File: config.mk
export PLATFORM = sky130hd
export DESIGN_NAME = tpcg_clock_gen
export DESIGN_NICKNAME = d
export VERILOG_FILES = /design/src/tpcg_pkg.sv /design/src/tpcg_divider.sv /design/src/tpcg_clock_gen.sv
export SDC_FILE = /design/constraint.sdc
export NUM_CORES = 1
export LEC_CHECK = 0
export BUFFER_PORTS_ARGS = -buffer_cell sky130_fd_sc_hd__buf_2
export CORE_AREA = 2 2 39 41
export CTS_CLUSTER_SIZE = 20
export DETAILED_ROUTE_END_ITERATION = 12
export DIE_AREA = 0 0 41 43
export GPL_TIMING_DRIVEN = 0
export PLACE_DENSITY = 0.7
export RECOVER_POWER = 50
export SYNTH_ARGS = -nofsm -noshare
export SYNTH_HDL_FRONTEND = slang
export SYNTH_SLANG_ARGS = --single-unit
File: constraint.sdc
create_clock -name i_clk -period 2.3 [get_ports i_clk]
set_input_delay 0.69 -clock i_clk [delete_from_list [all_inputs] [get_ports i_clk]]
set_output_delay 0.69 -clock i_clk [all_outputs]
set_load 0.01 [all_outputs]
File: src/tpcg_pkg.sv
// How it works
// - One processor cycle spans nine oscillator periods.
// - A synchronous divide-by-nine counter feeds decode gating for all phase, strobe and sample timing.
// - Every phase width and delay is a whole number of oscillator periods.
// - A logic-level output copies phase two.
// - A half-rate toggled copy of the oscillator is driven out.
// - Cycle-start marker gated with phase one aux timing gives low status strobe.
// - During reset the status strobe is held low.
// - Reset request is registered on the phase two sample timing edge.
// - Reset output to the processor is active high.
// - Wait request is registered on phase two sample timing; ready comes from it.
package tpcg_pkg;
    // ****************************************************************
    // Timing
    // ****************************************************************
    localparam int unsigned DIVIDE_BY      = 9;
    localparam logic [3:0]  PH1_START      = 4'h0;
    localparam logic [3:0]  PH1_LEN        = 4'h2;
    localparam logic [3:0]  PH2_START      = 4'h2;
    localparam logic [3:0]  PH2_LEN        = 4'h5;
    // Status strobe slot: six periods after phase two rises.
    localparam logic [3:0]  STROBE_SLOT    = 4'h8;
    // Phase one aux timing marks the strobe slot window.
    localparam logic [3:0]  PH1A_SLOT      = 4'h8;
    // Phase two sample timing: last period of phase two.
    localparam logic [3:0]  PH2D_SLOT      = 4'h6;
    localparam logic [3:0]  CNT_RESET      = 4'h0;
    localparam logic [3:0]  CNT_LAST       = 4'h8;
endpackage : tpcg_pkg

File: src/tpcg_divider.sv
`timescale 1ns/100ps
`default_nettype none
module tpcg_divider
    import tpcg_pkg::*;
(
    // Clock and reset
    input  wire logic       i_clk,
    input  wire logic       i_srst,
    // Count
    output logic      [3:0] o_count
);
    // Reset parks the count in the last both-low state, so the first
    // phase one after reset comes out at its full width.
    always_ff @(posedge i_clk) begin
        if (i_srst) begin
            o_count <= CNT_LAST;
        end else if (o_count == CNT_LAST) begin
            o_count <= CNT_RESET;
        end else begin
            o_count <= o_count + 4'h1;
        end
    end

    a_count_range : assert property (
        @(posedge i_clk) disable iff (i_srst)
        o_count <= CNT_LAST
    ) else $error("divider left range");
endmodule : tpcg_divider
`default_nettype wire

File: src/tpcg_clock_gen.sv
`timescale 1ns/100ps
`default_nettype none
module tpcg_clock_gen
    import tpcg_pkg::*;
(
    // Clock and reset
    input  wire logic i_clk,
    input  wire logic i_srst,
    // Processor and system inputs
    input  wire logic i_cycle_start,
    input  wire logic i_reset_request_in_n,
    input  wire logic i_wait_request_in,
    // Phase clocks
    output logic      o_phase1,
    output logic      o_phase2,
    output logic      o_phase2_ttl,
    output logic      o_osc_tick,
    // Status and control
    output logic      o_status_capture_strobe_n,
    output logic      o_reset,
    output logic      o_ready
);
    // ****************************************************************
    // Decode helpers
    // ****************************************************************
    // Next state of the nine-state counter; the last state wraps to zero.
    function automatic logic [3:0] wrap_next(
        input logic [3:0] value
    );
        if (value == CNT_LAST) begin
            return CNT_RESET;
        end
        return value + 4'h1;
    endfunction : wrap_next

    // True while value lies in the run of len states that starts at start.
    function automatic logic in_window(
        input logic [3:0] value,
        input logic [3:0] start,
        input logic [3:0] len
    );
        return (value >= start) && (value < start + len);
    endfunction : in_window

    // ****************************************************************
    // Counter and decode
    // ****************************************************************
    logic [3:0] count;
    logic [3:0] next_count;
    wire        ph1_next;
    wire        ph2_next;
    wire        phase_one_aux_timing;
    wire        phase_two_sample_timing;
    wire        strobe_low;
    logic       marker_seen_q;

    tpcg_divider u_div (
        .i_clk   (i_clk),
        .i_srst  (i_srst),
        .o_count (count)
    );

    // The phase outputs are registered, so the decode looks one state
    // ahead; this keeps every output glitch free at the cost of a
    // second incrementer beside the divider.
    assign next_count = wrap_next(count);
    assign ph1_next   = in_window(next_count, PH1_START,
                                  PH1_LEN);
    assign ph2_next   = in_window(next_count, PH2_START,
                                  PH2_LEN);

    // The aux timing marks the state in which the strobe is launched;
    // the strobe then sits in the last both-low state, once the
    // processor's status byte has settled on the bus.
    assign phase_one_aux_timing    = (next_count == PH1A_SLOT);

    // The sample timing is the last phase two state; inputs taken there
    // let ready and reset settle in the gap before phase one comes
    // round again.
    assign phase_two_sample_timing = (count == PH2D_SLOT);

    // A pending reset holds the strobe low as well, so the system
    // controller is reset together with the processor.
    assign strobe_low = o_reset ||
        (marker_seen_q && phase_one_aux_timing);

    // ****************************************************************
    // Phase clocks
    // ****************************************************************
    always_ff @(posedge i_clk) begin
        if (i_srst) begin
            o_phase1     <= 1'b0;
            o_phase2     <= 1'b0;
            o_phase2_ttl <= 1'b0;
        end else begin
            o_phase1     <= ph1_next;
            o_phase2     <= ph2_next;
            o_phase2_ttl <= ph2_next;
        end
    end

    // ****************************************************************
    // Oscillator copy
    // ****************************************************************
    // A flop can toggle only once per period, so this copy runs at half
    // the oscillator rate; logic that needs the full rate must take the
    // oscillator itself.
    always_ff @(posedge i_clk) begin
        if (i_srst) begin
            o_osc_tick <= 1'b0;
        end else begin
            o_osc_tick <= ~o_osc_tick;
        end
    end

    // ****************************************************************
    // Sampled inputs
    // ****************************************************************
    // All three inputs are taken on one edge per processor cycle, so
    // ready and reset only ever move in the both-low gap.
    always_ff @(posedge i_clk) begin
        if (i_srst) begin
            marker_seen_q <= 1'b0;
            o_reset       <= 1'b1;
            o_ready       <= 1'b0;
        end else if (phase_two_sample_timing) begin
            marker_seen_q <= i_cycle_start;
            o_reset       <= ~i_reset_request_in_n;
            o_ready       <= i_wait_request_in;
        end
    end

    // ****************************************************************
    // Status strobe
    // ****************************************************************
    always_ff @(posedge i_clk) begin
        if (i_srst) begin
            o_status_capture_strobe_n <= 1'b0;
        end else begin
            o_status_capture_strobe_n <= ~strobe_low;
        end
    end

    // ****************************************************************
    // Assertions
    // ****************************************************************
    a_phase_overlap : assert property (
        @(posedge i_clk) disable iff (i_srst)
        !(o_phase1 && o_phase2)
    ) else $error("phases overlap");

    a_phase1_width : assert property (
        @(posedge i_clk) disable iff (i_srst)
        $rose(o_phase1) |-> o_phase1 [*2] ##1 !o_phase1
    ) else $error("phase one width");

    a_phase2_width : assert property (
        @(posedge i_clk) disable iff (i_srst)
        $rose(o_phase2) |-> o_phase2 [*5] ##1 !o_phase2
    ) else $error("phase two width");

    a_phase_handover : assert property (
        @(posedge i_clk) disable iff (i_srst)
        $fell(o_phase1) |-> $rose(o_phase2)
    ) else $error("phase two not at phase one end");

    a_gap_width : assert property (
        @(posedge i_clk) disable iff (i_srst)
        $fell(o_phase2) |-> !o_phase1 ##1 !o_phase1 ##1 o_phase1
    ) else $error("both low gap width");

    a_phase_period : assert property (
        @(posedge i_clk) disable iff (i_srst)
        $rose(o_phase1) |-> ##9 $rose(o_phase1)
    ) else $error("period not nine");

    a_ttl_copy : assert property (
        @(posedge i_clk) disable iff (i_srst)
        o_phase2_ttl == o_phase2
    ) else $error("ttl copy differs");

    a_osc_toggle : assert property (
        @(posedge i_clk) disable iff (i_srst)
        !$past(i_srst) |-> o_osc_tick != $past(o_osc_tick)
    ) else $error("oscillator copy stalled");

    a_strobe_place : assert property (
        @(posedge i_clk) disable iff (i_srst)
        $fell(o_status_capture_strobe_n) && !$past(o_reset) |->
            $past(o_phase2, 2) && !$past(o_phase2)
            ##1 o_status_capture_strobe_n
    ) else $error("strobe misplaced");

    a_strobe_marker : assert property (
        @(posedge i_clk) disable iff (i_srst)
        phase_two_sample_timing && i_cycle_start |->
            ##2 !o_status_capture_strobe_n
    ) else $error("strobe missing after marker");

    a_strobe_idle : assert property (
        @(posedge i_clk) disable iff (i_srst)
        !o_reset && !phase_one_aux_timing |=> o_status_capture_strobe_n
    ) else $error("strobe low outside its slot");

    a_strobe_reset : assert property (
        @(posedge i_clk) disable iff (i_srst)
        o_reset |=> !o_status_capture_strobe_n
    ) else $error("strobe high during reset");

    a_reset_timing : assert property (
        @(posedge i_clk) disable iff (i_srst)
        $changed(o_reset) |-> $past(count) == PH2D_SLOT
    ) else $error("reset off edge");

    a_reset_value : assert property (
        @(posedge i_clk) disable iff (i_srst)
        $past(phase_two_sample_timing) |->
            o_reset == !$past(i_reset_request_in_n)
    ) else $error("reset output wrong level");

    a_ready_timing : assert property (
        @(posedge i_clk) disable iff (i_srst)
        $changed(o_ready) |-> $past(count) == PH2D_SLOT
    ) else $error("ready off edge");

    a_ready_value : assert property (
        @(posedge i_clk) disable iff (i_srst)
        $past(phase_two_sample_timing) |->
            o_ready == $past(i_wait_request_in)
    ) else $error("ready output wrong level");
endmodule : tpcg_clock_gen
`default_nettype wire

==> flow_summary.yaml <==
outcome:
  status: "complete, no violations"
min_path:
  hold_path_end: "o_osc_tick"
  min-delay-start: "o_osc_tick"
  hp-class: "flip-flop to flip-flop"
  hold_depth: 1
synth:
  syn-instance-count: 54
  synthSimpleGateAreaFrac_pct: 19.6
  ys.flop_type: "dfxtp_1"
  syn_avg_cell_area_sq_um: 9.59
  async_flop_share_pct: 0
  yosys-top-cells-count: "dfxtp_1, nor2_1, ha_1, inv_1, nand3b_1"
  yosys.area_share.xor_xnor_pct: 0
  yosys.area.top_type: "dfxtp_1"
  synth_seq_cells: 11
  synth-seq-area-share_pct: 42.5
  synth_area_sq_um: 518
  synth_top_family_by_area: "simple AND/OR/NAND/NOR gates"
  yosysWarnings: 0
  synth-edff-count: 0
  yosysMostFrequentCell: "dfxtp_1"
  synthAdderAreaFrac_pct: 9.66
  synth_compound_area_share_pct: 17.1
  synth_nets: 63
  yosys-top-cells-area: "dfxtp_1, ha_1, nor2_1, nand3b_1, mux2i_1"
  synthMuxAreaShare_pct: 3.86
  ys_types: 26
  yosysTopAreaCellShare_pct: 42.5
route:
  drtIter0Drc: 8
  vias_per_cell: 4.75
  firstDrtPassIters: 4
  num_vias: 399
  wl_per_cell_um: 10.2
  wl_um: 853
  drc_errors: 0
  ant_nets: 0
clock_tree:
  cts.path.max_buffers: 2
  cts_tree: "done"
  insertion_delay_ps: 270
  hold_buffers: 0
  post-cts-setup-buffers: 0
  numCtsBuffers: 3
  cts.sinks: 11
  htreeDepth: 1
  clock-root-buffer: "clkbuf_4"
  postCtsResizedCells: 0
  clkTransAtPathRegs_ps: 70
power:
  p_sw_share_pct: 30.3
  pwr-share-seq_pct: 48.1
  p_clk_share_pct: 27.8
  pwr-share-comb_pct: 24.0
  p_leak_nw: 0.276
  p_int_w: 0.000333
  power.switching_w: 0.000145
  p_per_area_nw_per_um2: 787
  peakVddDrop_mv: 0.399
setup_path:
  crit_path_max_fanout: 7
  critPathBufInv: 1
  cp_cell_sequence: "inv_1 > ha_1 > a2bb2oi_1 > o21a_2 > a21oi_2 > a311oi_2"
  critPathSlowestCell: "dfxtp_1"
  rr_endpoint: "o_status_capture_strobe_n"
  critPathMaxStageDelay_ps: 480
  reg2reg_depth: 6
  path_class: "flip-flop to flip-flop"
  critical_path.top_delay_family: "compound AO/OA/AOI/OAI gates"
  worstPathArrival_ps: 1770
  start_kind: "flip-flop"
  r2r-start: "u_div.o_count[0]"
  critPathRequiredTime_ps: 2440
  reg2reg_slack_ps: 670
  end_kind: "flip-flop"
sta:
  max_freq_mhz: 615
  rsz0062_at_grt: "false"
  setup_viol: 0
  timing.final.crit_share_pct: 70.7
  worst_pin_slew_ps: 347
  finalHoldViolations: 0
  tns_ps: 0
  finClkSkew_ps: 0.569
  max-slew-margin-rel_pct: 76.9
  drv_slew: 0
  fin_crit_ps: 1630
global_routing:
  grt_pass1_vias: 324
  grt_usage_pct: 11.6
  gr-usage-met3_pct: 4.71
  grt_pass1_wl_um: 1360
  overflow: 0
  grt-busiest-layer: "met2"
  grt_max_degree: 11
  grtUsageMet1_pct: 15.1
  use_met2_pct: 15.9
  antenna_found_initial: 0
die:
  rows: 14
  num_io_pins: 12
  core_sq_um: 1380
  die_x_um: 41
  die_area_sq_um: 1760
  start_util_pct: 37.4
  fp.dieH_um: 43
place:
  dp_hpwl_um: 634
  port_buffers: 10
  place.gp.congestion: 0.758
  placed_area_sq_um: 588
run:
  cap_violations: 0
final_layout:
  design_area_sq_um: 608
  final_nets: 78
  diodes: 0
  syn_to_final_growth_pct: 17.4
  drive_above_1_share_pct: 25.0
-- stage by stage --
step | utilization [%] | std cells | total power, W | worst slack (ps) | hold slack [ps]
after global routing | 43.9 | 84 | 0.000507 | 586 | 431
after floorplan | - | 54 | 0.000321 | 843 | 443
after global placement | 42.5 | 80 | 0.000352 | 692 | 394
after detailed placement | 42.5 | 80 | 0.000352 | 688 | 401
after CTS | 44.4 | 84 | 0.000483 | 679 | 411
final | 43.9 | 84 | 0.000479 | 674 | 410
-- worst max-delay path by stage --
stage | from | endpoint | slack (ps) | cells past startpoint
final | u_div.o_count[0] | o_status_capture_strobe_n | 670 | 6
after global routing | u_div.o_count[0] | o_status_capture_strobe_n | 590 | 6
after CTS | u_div.o_count[0] | o_status_capture_strobe_n | 680 | 6
after detailed placement | u_div.o_count[0] | o_status_capture_strobe_n | 690 | 6
after global placement | u_div.o_count[0] | o_status_capture_strobe_n | 690 | 6
after floorplan | u_div.o_count[0] | o_status_capture_strobe_n | 840 | 6
-- logic make-up (layout without fill, tap and decap cells) --
family                   count (synthesis)  in the layout
AND/OR/NAND/NOR                         19             19
adder cells (fa/ha/maj)                  4              4
flip-flops                              11             11
AO/OA/AOI/OAI                           11             11
buffers and inverters                    7             21
multiplexers                             2              2
-- power by group through the flow --
| stage | sequential, W | combinational [W] | clock, W |
|---|---|---|---|
| 2_1_floorplan | 0.000235 | 0.0000857 | 0 |
| 5_1_grt | 0.000234 | 0.000131 | 0.000142 |
| 4_1_cts | 0.000230 | 0.000119 | 0.000135 |
| 3_3_place_gp | 0.000235 | 0.000117 | 0 |
| 3_5_place_dp | 0.000234 | 0.000118 | 0 |
| 6_report | 0.000230 | 0.000115 | 0.000133 |
-- sequential cells by signal, indices dropped and copies added, names as in the netlist --
name	count
o_reset	1
o_ready	1
marker_seen_q	1
o_status_capture_strobe_n	1
o_phase2_ttl	1
o_phase1	1
o_osc_tick	1
u_div.o_count	4
-- area by class of cell --
type,count,area [sq um]
Multi-Input combinational cell,36,258
Fill cell,136,776
Buffer,3,22.5
Clock buffer,4,26.3
Sequential cell,11,220
Tap cell,16,20.0
Inverter,4,15.0
Timing Repair Buffer,10,46.3
-- cells in the final DEF (no fill, tap or decap), types with 2 or more instances in the layout --
cell type	n
clkbuf_1	5
o211ai_1	2
inv_1	4
buf_2	7
nor2b_1	2
nor2_1	8
nand3b_1	3
clkbuf_4	3
dfxtp_1	11
nand2_1	2
mux2i_1	2
ha_1	4
-- metal layers --
metal | wire [um] | part of all wire (%) | up-vias
li1 | - | - | 213
met1 | 434 | 51 | 172
met2 | 358 | 42 | 10
met3 | 37 | 4.3 | 4
met4 | 23 | 2.7 | 0
met5 | 0 | 0 | -
Note: power is estimated with default switching activity, not from simulation.
